$ cat src/include/pws_map.vh
`ifndef PWS_MAP_VH
`define PWS_MAP_VH

// device command codes
`define PWS_CMD_READ_ARRAY 8'hFF
`define PWS_CMD_READ_STATUS 8'h70
`define PWS_CMD_CLEAR_STATUS 8'h50
`define PWS_CMD_SUSPEND 8'hB0
`define PWS_CMD_CONFIRM 8'hD0
`define PWS_CMD_BUF_WRITE 8'hE8
`define PWS_CMD_BUF_WRITE_BA 8'hEA
`define PWS_CMD_ERASE_SETUP 8'h20
`define PWS_CMD_PROGRAM 8'h40

// device status bit positions
`define PWS_SR_READY 7
`define PWS_SR_ERASE_SUSP 6
`define PWS_SR_ERASE_FAIL 5
`define PWS_SR_WRITE_FAIL 4
`define PWS_SR_SUPPLY_ERR 3
`define PWS_SR_WRITE_SUSP 2
`define PWS_SR_LOCKED 1

// controller register offsets
`define PWS_REG_CTRL 4'h0
`define PWS_REG_ADDR 4'h1
`define PWS_REG_DATA 4'h2
`define PWS_REG_COUNT 4'h3
`define PWS_REG_STATUS 4'h4
`define PWS_REG_RDATA 4'h5
`define PWS_REG_BUFWR 4'h6

// control register op codes, bits 3:0 of a write to CTRL starts one
`define PWS_OP_BUF_WRITE 4'h1
`define PWS_OP_ERASE 4'h2
`define PWS_OP_SUSPEND 4'h3
`define PWS_OP_RESUME 4'h4
`define PWS_OP_READ_ARRAY 4'h5
`define PWS_OP_CLEAR 4'h6
`define PWS_OP_READ 4'h7
`define PWS_OP_PROGRAM 4'h8
`define PWS_CTRL_BITALT 4

// bus timer reloads (a phase lasts one cycle more than its value), buffer depth in words, status reset value
`define PWS_T_PULSE 4'h8
`define PWS_T_GAP 4'h3
`define PWS_BUF_WORDS 32
`define PWS_RST_CTRL 8'h00

`endif

$ cat src/design/pws_buf_mem.v
`timescale 1ns/1ps
module pws_buf_mem #(
   parameter DW = 16,
   parameter DEPTH = 32,
   parameter AW = 5
) (
   input wire clk, // clock
   input wire clk_en, // clock enable
   input wire wr_en, // write strobe
   input wire [AW-1:0] wr_addr, // write index
   input wire [DW-1:0] wr_data, // write word
   input wire [AW-1:0] rd_addr, // read index
   output reg [DW-1:0] rd_data_q // registered read word
);
   reg [DW-1:0] mem [0:DEPTH-1];

   always @(posedge clk) begin
      if (clk_en) begin
         if (wr_en) begin
            mem[wr_addr] <= wr_data;
         end
         rd_data_q <= mem[rd_addr];
      end
   end
endmodule

$ cat src/design/pws_host.v
// Chosen here: the register addresses and the strobed register port.
`timescale 1ns/1ps
`include "pws_map.vh"
module pws_host #(
   parameter AW = 23,
   parameter DW = 16,
   parameter BLK_LSB = 16
) (
   input wire clk, // 100 MHz clock
   input wire rst_b, // async reset, active low
   input wire clk_en, // freezes all state when low
   input wire [3:0] reg_addr, // register index
   input wire [31:0] reg_wdata, // register write data
   input wire reg_wr, // write strobe
   input wire reg_rd, // read strobe
   output reg [31:0] reg_rdata_q, // read data, cycle after strobe
   output reg [AW-1:0] mem_addr_q, // device address
   input wire [DW-1:0] mem_dq_in, // device data pins, in
   output reg [DW-1:0] mem_dq_out_q, // device data pins, out
   output reg mem_dq_oe_q, // high while driving data
   output reg mem_ce_n_q, // chip enable, active low
   output reg mem_oe_n_q, // output enable, active low
   output reg mem_we_n_q // write enable, active low
);
   localparam ST_IDLE = 4'h0;
   localparam ST_WRITE = 4'h1;
   localparam ST_READ = 4'h2;
   localparam ST_GAP = 4'h3;
   localparam ST_NEXT = 4'h4;

   // bus step kinds held in the sequence table
   localparam K_CMD = 3'h0;
   localparam K_CNT = 3'h1;
   localparam K_DATA = 3'h2;
   localparam K_POLL = 3'h3;
   localparam K_READ = 3'h4;
   localparam K_DONE = 3'h5;

   reg [3:0] st_q;
   reg [3:0] tmr_q;
   reg [3:0] op_q;
   reg [2:0] step_q;
   reg bitalt_q;
   reg busy_q;
   reg [AW-1:0] addr_q;
   reg [DW-1:0] data_q;
   reg [4:0] count_q;
   reg [4:0] widx_q;
   reg [4:0] wptr_q;
   reg [7:0] sr_q;
   reg [DW-1:0] rword_q;
   reg abort_q;
   reg susp_req_q;
   reg [DW-1:0] dq_s1_q;
   reg [DW-1:0] dq_s2_q;

   wire [DW-1:0] buf_word;
   reg [2:0] kind;
   reg [7:0] cmd;
   reg [AW-1:0] step_addr;

   pws_buf_mem #(.DW(DW), .DEPTH(`PWS_BUF_WORDS), .AW(5)) u_buf (
      .clk(clk),
      .clk_en(clk_en),
      .wr_en(reg_wr && reg_addr == `PWS_REG_BUFWR && !busy_q),
      .wr_addr(wptr_q),
      .wr_data(reg_wdata[DW-1:0]),
      .rd_addr(widx_q),
      .rd_data_q(buf_word)
   );

   // per-op sequence table: each op is a short list of bus steps
   always @* begin
      kind = K_DONE;
      cmd = `PWS_CMD_READ_ARRAY;
      step_addr = addr_q;
      case (op_q)
         `PWS_OP_BUF_WRITE: begin
            case (step_q)
               3'h0: begin
                  kind = K_CMD;
                  cmd = bitalt_q ? `PWS_CMD_BUF_WRITE_BA : `PWS_CMD_BUF_WRITE;
               end
               3'h1: kind = K_CNT;
               3'h2: kind = K_DATA;
               3'h3: begin
                  kind = K_CMD;
                  cmd = `PWS_CMD_CONFIRM;
               end
               3'h4: kind = K_POLL;
               default: kind = K_DONE;
            endcase
         end
         `PWS_OP_ERASE: begin
            case (step_q)
               3'h0: begin
                  kind = K_CMD;
                  cmd = `PWS_CMD_ERASE_SETUP;
               end
               3'h1: begin
                  kind = K_CMD;
                  cmd = `PWS_CMD_CONFIRM;
               end
               3'h2: kind = K_POLL;
               default: kind = K_DONE;
            endcase
         end
         `PWS_OP_SUSPEND: begin
            case (step_q)
               3'h0: begin
                  kind = K_CMD;
                  cmd = `PWS_CMD_READ_STATUS;
               end
               3'h1: begin
                  kind = K_CMD;
                  cmd = `PWS_CMD_SUSPEND;
               end
               3'h2: kind = K_POLL;
               default: kind = K_DONE;
            endcase
         end
         `PWS_OP_RESUME: begin
            if (step_q == 3'h0) begin
               kind = K_CMD;
               cmd = `PWS_CMD_CONFIRM;
            end
         end
         `PWS_OP_READ_ARRAY: begin
            if (step_q == 3'h0) begin
               kind = K_CMD;
               cmd = `PWS_CMD_READ_ARRAY;
            end
         end
         `PWS_OP_CLEAR: begin
            if (step_q == 3'h0) begin
               kind = K_CMD;
               cmd = `PWS_CMD_CLEAR_STATUS;
            end
         end
         `PWS_OP_READ: begin
            if (step_q == 3'h0) begin
               kind = K_READ;
            end
         end
         `PWS_OP_PROGRAM: begin
            case (step_q)
               3'h0: begin
                  kind = K_CMD;
                  cmd = `PWS_CMD_PROGRAM;
               end
               3'h1: kind = K_DATA;
               3'h2: kind = K_POLL;
               default: kind = K_DONE;
            endcase
         end
         default: kind = K_DONE;
      endcase
      // data words of a buffer walk up from the start address
      if (kind == K_DATA && op_q == `PWS_OP_BUF_WRITE) begin
         step_addr = addr_q + {{(AW-5){1'b0}}, widx_q};
      end
   end

   // a buffer that would cross out of the start block is caught before it starts
   wire [AW-1:0] last_addr = addr_q + {{(AW-5){1'b0}}, count_q};
   wire cross_blk = (last_addr[AW-1:BLK_LSB] != addr_q[AW-1:BLK_LSB]);

   wire ctrl_go = reg_wr && reg_addr == `PWS_REG_CTRL && !busy_q;
   // the only order taken while busy: a suspend of the running write or erase
   wire susp_go = reg_wr && reg_addr == `PWS_REG_CTRL && busy_q &&
      reg_wdata[3:0] == `PWS_OP_SUSPEND;
   wire err_any = sr_q[`PWS_SR_LOCKED] | sr_q[`PWS_SR_SUPPLY_ERR] |
      sr_q[`PWS_SR_WRITE_FAIL] | sr_q[`PWS_SR_ERASE_FAIL];

   always @(posedge clk or negedge rst_b) begin
      if (!rst_b) begin
         st_q <= ST_IDLE;
         tmr_q <= 4'h0;
         op_q <= 4'h0;
         step_q <= 3'h0;
         bitalt_q <= 1'b0;
         busy_q <= 1'b0;
         addr_q <= {AW{1'b0}};
         data_q <= {DW{1'b0}};
         count_q <= 5'h00;
         widx_q <= 5'h00;
         wptr_q <= 5'h00;
         sr_q <= `PWS_RST_CTRL;
         rword_q <= {DW{1'b0}};
         abort_q <= 1'b0;
         susp_req_q <= 1'b0;
         dq_s1_q <= {DW{1'b0}};
         dq_s2_q <= {DW{1'b0}};
         reg_rdata_q <= 32'h0000_0000;
         mem_addr_q <= {AW{1'b0}};
         mem_dq_out_q <= {DW{1'b0}};
         mem_dq_oe_q <= 1'b0;
         mem_ce_n_q <= 1'b1;
         mem_oe_n_q <= 1'b1;
         mem_we_n_q <= 1'b1;
      end else if (clk_en) begin
         dq_s1_q <= mem_dq_in;
         dq_s2_q <= dq_s1_q;

         reg_rdata_q <= 32'h0000_0000;
         if (reg_rd) begin
            if (reg_addr == `PWS_REG_CTRL) begin
               reg_rdata_q <= {26'h0, abort_q, busy_q, op_q};
            end else if (reg_addr == `PWS_REG_ADDR) begin
               reg_rdata_q <= {{(32-AW){1'b0}}, addr_q};
            end else if (reg_addr == `PWS_REG_DATA) begin
               reg_rdata_q <= {{(32-DW){1'b0}}, data_q};
            end else if (reg_addr == `PWS_REG_COUNT) begin
               reg_rdata_q <= {27'h0, count_q};
            end else if (reg_addr == `PWS_REG_STATUS) begin
               reg_rdata_q <= {22'h0, err_any, abort_q, sr_q};
            end else if (reg_addr == `PWS_REG_RDATA) begin
               reg_rdata_q <= {{(32-DW){1'b0}}, rword_q};
            end
         end
         if (reg_wr && !busy_q) begin
            if (reg_addr == `PWS_REG_ADDR) begin
               addr_q <= reg_wdata[AW-1:0];
            end else if (reg_addr == `PWS_REG_DATA) begin
               data_q <= reg_wdata[DW-1:0];
            end else if (reg_addr == `PWS_REG_COUNT) begin
               count_q <= reg_wdata[4:0];
               wptr_q <= 5'h00;
            end else if (reg_addr == `PWS_REG_BUFWR) begin
               wptr_q <= wptr_q + 5'h01;
            end
         end

         case (st_q)
            ST_IDLE: begin
               if (ctrl_go) begin
                  op_q <= reg_wdata[3:0];
                  bitalt_q <= reg_wdata[`PWS_CTRL_BITALT];
                  step_q <= 3'h0;
                  widx_q <= 5'h00;
                  busy_q <= 1'b1;
                  abort_q <= 1'b0;
                  susp_req_q <= 1'b0;
                  // never issue addresses outside the setup block
                  if (reg_wdata[3:0] == `PWS_OP_BUF_WRITE && cross_blk) begin
                     abort_q <= 1'b1;
                     busy_q <= 1'b0;
                  end else begin
                     st_q <= ST_NEXT;
                  end
               end
            end
            ST_NEXT: begin
               tmr_q <= `PWS_T_PULSE;
               mem_addr_q <= step_addr;
               mem_ce_n_q <= 1'b0;
               if (kind == K_DONE) begin
                  mem_ce_n_q <= 1'b1;
                  busy_q <= 1'b0;
                  st_q <= ST_IDLE;
               end else if (kind == K_POLL || kind == K_READ) begin
                  mem_oe_n_q <= 1'b0; // fresh read cycle each poll
                  mem_dq_oe_q <= 1'b0;
                  st_q <= ST_READ;
               end else begin
                  mem_we_n_q <= 1'b0;
                  mem_dq_oe_q <= 1'b1;
                  if (kind == K_CMD) begin
                     mem_dq_out_q <= {{(DW-8){1'b0}}, cmd};
                  end else if (kind == K_CNT) begin
                     mem_dq_out_q <= {{(DW-5){1'b0}}, count_q};
                  end else if (op_q == `PWS_OP_BUF_WRITE) begin
                     mem_dq_out_q <= buf_word;
                  end else begin
                     mem_dq_out_q <= data_q;
                  end
                  st_q <= ST_WRITE;
               end
            end
            ST_WRITE: begin
               if (tmr_q != 4'h0) begin
                  tmr_q <= tmr_q - 4'h1;
               end else begin
                  mem_we_n_q <= 1'b1;
                  mem_ce_n_q <= 1'b1;
                  tmr_q <= `PWS_T_GAP;
                  st_q <= ST_GAP;
                  if (kind == K_DATA && op_q == `PWS_OP_BUF_WRITE &&
                        widx_q != count_q) begin
                     widx_q <= widx_q + 5'h01;
                  end else begin
                     step_q <= step_q + 3'h1;
                  end
               end
            end
            ST_READ: begin
               if (tmr_q != 4'h0) begin
                  tmr_q <= tmr_q - 4'h1;
               end else begin
                  mem_oe_n_q <= 1'b1;
                  mem_ce_n_q <= 1'b1;
                  tmr_q <= `PWS_T_GAP;
                  st_q <= ST_GAP;
                  if (kind == K_READ) begin
                     rword_q <= dq_s2_q;
                     step_q <= step_q + 3'h1;
                  end else begin
                     // device keeps errors sticky; we mirror them
                     sr_q <= dq_s2_q[7:0];
                     if (dq_s2_q[`PWS_SR_READY]) begin
                        step_q <= step_q + 3'h1; // poll until ready
                     end else if (susp_req_q && op_q != `PWS_OP_SUSPEND) begin
                        // switch only between polls so no bus cycle is cut short
                        op_q <= `PWS_OP_SUSPEND;
                        step_q <= 3'h0;
                        susp_req_q <= 1'b0;
                     end
                  end
               end
            end
            ST_GAP: begin
               if (tmr_q != 4'h0) begin
                  tmr_q <= tmr_q - 4'h1;
               end else begin
                  st_q <= ST_NEXT;
               end
            end
            default: st_q <= ST_IDLE;
         endcase
         if (susp_go) begin
            susp_req_q <= 1'b1;
         end
      end
   end
endmodule

$ cat config.mk
export PLATFORM = sky130hd
export DESIGN_NAME = pws_host
export DESIGN_NICKNAME = d
export VERILOG_FILES = /design/src/design/pws_buf_mem.v /design/src/design/pws_host.v
export VERILOG_INCLUDE_DIRS = /design/src /design/src/include
export SDC_FILE = /design/constraint.sdc
export NUM_CORES = 1
export LEC_CHECK = 0
export ABC_CLOCK_PERIOD_IN_PS = 3500
export BUFFER_PORTS_ARGS = -buffer_cell sky130_fd_sc_hd__buf_2
export CAP_MARGIN = 20
export CORE_MARGIN = 3
export CORE_UTILIZATION = 39
export DETAILED_ROUTE_END_ITERATION = 8
export PLACE_DENSITY = 0.54
export SLEW_MARGIN = 20
export SYNTH_ARGS = -nofsm -noshare
export SYNTH_HDL_FRONTEND = slang
export SYNTH_SLANG_ARGS = --single-unit
$ cat constraint.sdc
create_clock -name clk -period 3.5 [get_ports clk]
set_input_delay 1.05 -clock clk [delete_from_list [all_inputs] [get_ports clk]]
set_output_delay 1.05 -clock clk [all_outputs]
set_load 0.01 [all_outputs]
# --- Word-level counts from Yosys, hierarchy flattened ---
# Memory sizes are Yosys's and may differ from the RTL's. A register that Yosys moved wholly into a read port is not among the register bits.
# Cells that the tools add are included.
word_totals:
  reg_bits: 204
  ram_bits: 512
  inputBits: 57
  output_inout_bits: 75
  n_memories: 1
mem_list:
  columns: ["name", "words", "width", "read_ports", "rd_ports_with_merged_regs", "wr", "line_no", "text"]
  rows:
  - ["u_buf.mem", 32, 16, 1, 1, 1, "pws_buf_mem.v:15", "reg [DW-1:0] mem [0:DEPTH-1];"]
op_classes:
  addsub: 6
  n_eq_ne: 54
  muxes: 80
  n_bitwise: 9
  n_reduce_logical: 53
op_table:
  columns: ["op", "n"]
  rows:
  - ["$mux 16", 7]
  - ["$mux 23", 4]
  - ["$pmux 8 s6", 1]
  - ["$add 23x5->23", 2]
  - ["$mux 4", 11]
  - ["$eq 4x3->1 const B", 8]
  - ["$ne 2x2->1 const B", 16]
  - ["$pmux 8 s2", 2]
  - ["$reduce_and 5->1", 6]
  - ["$eq 4x2->1 const B", 7]
  - ["$mux 5", 5]
  - ["$mux 3", 8]
  - ["$mux 1", 21]
  - ["$reduce_and 7->1", 3]
  - ["$reduce_and 4->1", 5]
  - ["$pmux 3 s3", 2]
  - ["$eq 4x1->1 const B", 4]
  - ["$mux 8", 2]
  - ["$pmux 4 s4", 1]
  - ["$ne 3x3->1 const B", 5]
  - ["$pmux 3 s5", 1]
  - ["$reduce_and 3->1", 5]
  - ["$reduce_bool 2->1", 7]
  - ["$eq 3x2->1 const B", 4]
  - ["other kinds (31)", 65]

# --- Depth between registers and ports, before layout ---
depth:
  ltp_word: 10
  mapped_depth: 11
  depth_no_buf: 9

# --- Hierarchy ---
# A second synthesis with hierarchy kept.
unflattened:
  hier_cells: 2101
  hier_area_um2: 30613.1
modules_own_cells:
  columns: ["mod", "n_inst", "cells_per_inst", "area_per_inst_um2"]
  rows:
  - ["pws_buf_mem", 1, 1145, 20699.9]
  - ["pws_host", 1, 956, 9913.3]

# --- Worst setup path before layout ---
# No wires, ideal clock.
synth_timing:
  kind: "input-to-reg"
  from: "input port clk_en"
  to: "memory u_buf.mem[15][0] (enable)"
  setup_ps: 388
  arrival_ps: 3168
  path_slack_ps: -57
  stages: 6
  path_buffers: 1
  cell_sequence: "clkbuf_1 -> and3b_1 -> nand2_1 -> nor3_1 -> nand2_1 -> nor2_1"
synth_via:
  elab_chain_cells: 2
synth_lines:
  columns: ["item", "line_no", "text"]
  rows:
  - ["start, declared", "pws_host.v:11", "input wire clk_en,"]
  - ["$mux 1", "pws_buf_mem.v:18", "if (clk_en) begin"]
  - ["$mux 1 (implied by the code)", "pws_buf_mem.v:20", "mem[wr_addr] <= wr_data;"]
  - ["end, declared", "pws_buf_mem.v:15", null]
# Every way passes these cells.

# --- Worst setup path after layout ---
layout_timing:
  from: "register step_q[0]"
  to: "register rword_q[3]"
layout_via:
  elab_chain_cells: 6
  elab_cells_between_ends: 15
  classes_between: "eq/ne (5); mux (6); reduce/logical (4)"
layout_lines:
  columns: ["item", "line_no", "text"]
  rows:
  - ["start, declared", "pws_host.v:42", "reg [2:0] step_q;"]
  - ["start signal, assigned", "pws_host.v:292", "step_q <= step_q + 3'h1;"]
  - ["start signal, assigned", "pws_host.v:306", "step_q <= step_q + 3'h1;"]
  - ["start signal, assigned", "pws_host.v:311", "step_q <= step_q + 3'h1;"]
  - ["$eq 3x2->1, or another cell as far along", "pws_host.v:79", "case (step_q)"]
  - ["$reduce_or 2->1 (no line)", null, null]
  - ["$pmux 3 s4 / $pmux 3 s2 (equally long branches)", "pws_host.v:79, pws_host.v:95, pws_host.v:109", null]
  - ["$pmux 3 s5 (*)", "pws_host.v:77", "case (op_q)"]
  - ["$eq 3x3->1 (*)", "pws_host.v:304", "if (kind == K_READ) begin"]
  - ["$reduce_and 4->1 (no line) (*)", null, null]
  - ["end signal, assigned", "pws_host.v:189", "rword_q <= {DW{1'b0}};"]
  - ["end signal, assigned", "pws_host.v:305", "rword_q <= dq_s2_q;"]
  - ["end, declared", "pws_host.v:51", "reg [DW-1:0] rword_q;"]
# Mark *: on every way between the ends. The rest lies on a longest branch, timed or not.
# A chain may end at the register's enable or synchronous reset.

==> results.py <==
metrics = {
    "floorplan": {
        "ios": 132,
        "rows": 101,
        "die_h_um": 284,
        "dieArea_um2": 80600,
        "die_w_um": 284,
        "core_um2": 76200,
        "initial_utilization_pct": 39.5,
    },
    "place": {
        "globalplace.congestion": 0.873,
        "place_inst": 2923,
        "io_buffers": 113,
        "dp_hpwl_um": 50400,
        "place_ws_ps": 226,
    },
    "timing": {
        "min_period_ps": 3170,
        "setup-violations-final": 0,
        "setup_ws_ps": 328,
        "whs_ps": 449,
        "worstMarginPinSlew_ps": 884,
        "relSlewSlack_pct": 40.6,
        "rsz0062_at_grt": "no",
        "drv_slew": 0,
        "final.period_utilization_pct": 90.6,
        "skew_ps": 19.2,
        "tns_ps": 0,
        "hold_viol_final": 0,
        "fmax_mhz": 315,
    },
    "critical_path": {
        "crit_family": "compound AO/OA/AOI/OAI gates",
        "max_stage_delay_ps": 540,
        "slowest_stage": "a2111oi_1",
        "crit_path_start_kind": "flop",
        "crit_path_end_kind": "flop",
        "arrival_ps": 3670,
        "path_buf_inv": 2,
        "cp.required_ps": 4000,
        "crit_type": "reg2reg",
        "worstPathMaxFanout": 16,
        "path_cells": "inv_1 > ha_1 > nand2b_1 > a2111oi_1 > o221ai_2 > and3_1 > nand2_1 > buf_4 > mux2_2",
        "timing.rr.start": "step_q[0]",
        "crit_start": "step_q[0]",
    },
    "global_route": {
        "grt_pass1_vias": 17000,
        "overflow": 0,
        "grt_pass1_wl_um": 113000,
        "grt_usage_pct": 18.9,
        "grt_max_degree": 68,
        "antenna_found_initial": 5,
    },
    "cts": {
        "numClockSinks": 722,
        "htreeDepth": 3,
        "cts_setup_buffers": 0,
        "numCtsBuffers": 79,
        "hold_buffers": 0,
        "clk_pin_slew_ps": 50,
        "clock-root-buffer": "clkbuf_16",
        "clk_path_buf_depth": 3,
        "insertion_delay_ps": 620,
        "post_cts_resize_count": 0,
        "cts_tree": "done",
    },
    "finish": {
        "final_nets": 2053,
        "layout-drive-gt1-share_pct": 30.8,
        "area.sequential_um2": 20700,
        "instances_no_fill": 3073,
        "nFillCells": 6596,
        "layout_commonest_cell": "edfxtp_1",
        "synthToLayoutAreaGrowth_pct": 17.2,
        "multi_input_area_um2": 8800,
        "final_cell_mix": "edfxtp_1, dfrtp_1, mux4_2, buf_2, nand2_1",
    },
    "job": {
        "cap_violations": 0,
    },
    "routing": {
        "first_iter_violations": 1603,
        "drt_pass1_iterations": 7,
        "vias": 16600,
        "wl_per_cell_um": 24.9,
        "totalWireLength_um": 76400,
        "drc_errors": 0,
        "vias_per_cell": 5.39,
        "drtAntennaViolNets": 0,
    },
    "outcome": {
        "status": "complete, no violations",
    },
    "logic_synthesis": {
        "synth_edf_count": 528,
        "ys_seq_area_share_pct": 68.8,
        "syn_inst": 1765,
        "synth_area_per_cell_um2": 17.1,
        "ys_ff_latch": 722,
        "async_flop_share_pct": 26.9,
        "dominantRegCellSynth": "edfxtp_1",
        "yosysUniqueCellTypes": 81,
        "netlist_area_um2": 30100,
        "ys_warn_count": 0,
    },
    "pwr": {
        "power.density_nw_per_um2": 689,
        "p_leak_nw": 12.6,
        "ir_worst_vdd_uv": 411,
    },
    "worst_hold_path": {
        "hold_class": "in2async",
    },
}
path summary, 6_finish.rpt:
check,endpoint,slack [ps],cells past startpoint
setup reg to reg,rword_q[3],330,9
max in group asynchronous,widx_q[0],2190,2
min in group clk,mem_addr_q[17],470,2
setup / recovery,rword_q[3],330,9
hold reg to reg,mem_addr_q[17],470,2
hold / removal,reg_rdata_q[22],450,1
routing by layer:
metal | share of wire (%) | vias up | global-route usage (%) | wire length, um
met4 | 2.9 | 4 | 5.88 | 2180
met1 | 43 | 8628 | 25.7 | 33000
met3 | 5.4 | 107 | 3.61 | 4120
li1 | - | 7350 | - | -
met5 | 0.035 | - | 0 | 27
met2 | 49 | 474 | 30.9 | 37100
cell usage after synthesis, drive strengths merged, types with 4 or more instances:
| cell type | count | area share (%) |
|---|---|---|
| mux2i | 35 | 1.2 |
| o21a | 5 | 0.12 |
| nor3 | 20 | 0.33 |
| a21oi | 35 | 0.58 |
| o41ai | 4 | 0.12 |
| xor2 | 7 | 0.20 |
| and2 | 5 | 0.10 |
| or3 | 5 | 0.10 |
| nor2b | 7 | 0.15 |
| nand3 | 16 | 0.27 |
| a222oi | 7 | 0.23 |
| nand2b | 8 | 0.17 |
| and3 | 13 | 0.27 |
| a31oi | 7 | 0.15 |
| nand3b | 6 | 0.15 |
| nand2 | 107 | 1.3 |
| ha | 21 | 0.87 |
| o221ai | 4 | 0.14 |
| o211ai | 7 | 0.17 |
| o21ai | 68 | 1.1 |
| buf | 34 | 0.59 |
| inv | 50 | 0.62 |
| nand4 | 8 | 0.17 |
| o2111ai | 4 | 0.12 |
| nor4 | 13 | 0.27 |
| mux2 | 127 | 4.7 |
| nor2 | 81 | 1.0 |
| mux4 | 160 | 12 |
| a22o | 7 | 0.20 |
| a211oi | 4 | 0.12 |
| clkbuf | 74 | 0.92 |
| or3b | 5 | 0.15 |
| edfxtp | 528 | 53 |
| nor3b | 4 | 0.10 |
| or2 | 5 | 0.10 |
| a221oi | 5 | 0.15 |
| o22ai | 15 | 0.31 |
| xnor2 | 15 | 0.44 |
| dfrtp | 191 | 16 |
sequential cells by signal (all words and copies together) (netlist names), 8 cells and up:
register         flops
addr_q              23
data_q              16
dq_s1_q             16
dq_s2_q             16
mem_addr_q          23
mem_dq_out_q        16
reg_rdata_q         23
rword_q             16
sr_q                 8
u_buf.mem          512
u_buf.rd_data_q     16
worst register-to-register path, stage by stage (launching register included):
cell and delay, ps:
dfrtp_1 400, inv_1 130, ha_1 380, nand2b_1 250, a2111oi_1 540, o221ai_2 330, and3_1 330, nand2_1 90
buf_4 250, mux2_2 370
logic make-up after synthesis:
| group | count (synthesis) | share of synthesized area (%) |
|---|---|---|
| multiplexers | 322 | 17.9 |
| adder cells (fa/ha/maj) | 22 | 0.939 |
| flip-flops | 722 | 68.8 |
| XOR/XNOR | 22 | 0.640 |
| AND/OR/NAND/NOR | 316 | 5.11 |
| other | 1 | 0.0125 |
| buffers and inverters | 158 | 2.14 |
| AO/OA/AOI/OAI | 202 | 4.49 |
stage by stage:
stage	power (mW)	utilization, %	instance area, um2
2_1_floorplan	14.1	-	30200
3_3_place_gp	16.1	42.8	32600
3_5_place_dp	16.2	42.8	32600
4_1_cts	24.6	46.3	35300
5_1_grt	25.4	46.3	35300
6_report	24.3	46.3	35300
report_power, final:
part	internal, mW	switching, mW
sequential	9.83	0.784
clock	5.03	3.36
combinational	2.57	2.75
cell type report:
class,count,area share (%)
clock inverter,37,1.24
inverter,50,0.532
clock buffer,111,6.26
antenna,2,0.0142
timing repair buffer,228,4.65
multi-input combinational,893,24.9
sequential,722,58.7
tap,1030,3.65
Note: power is estimated with default switching activity, not from simulation.
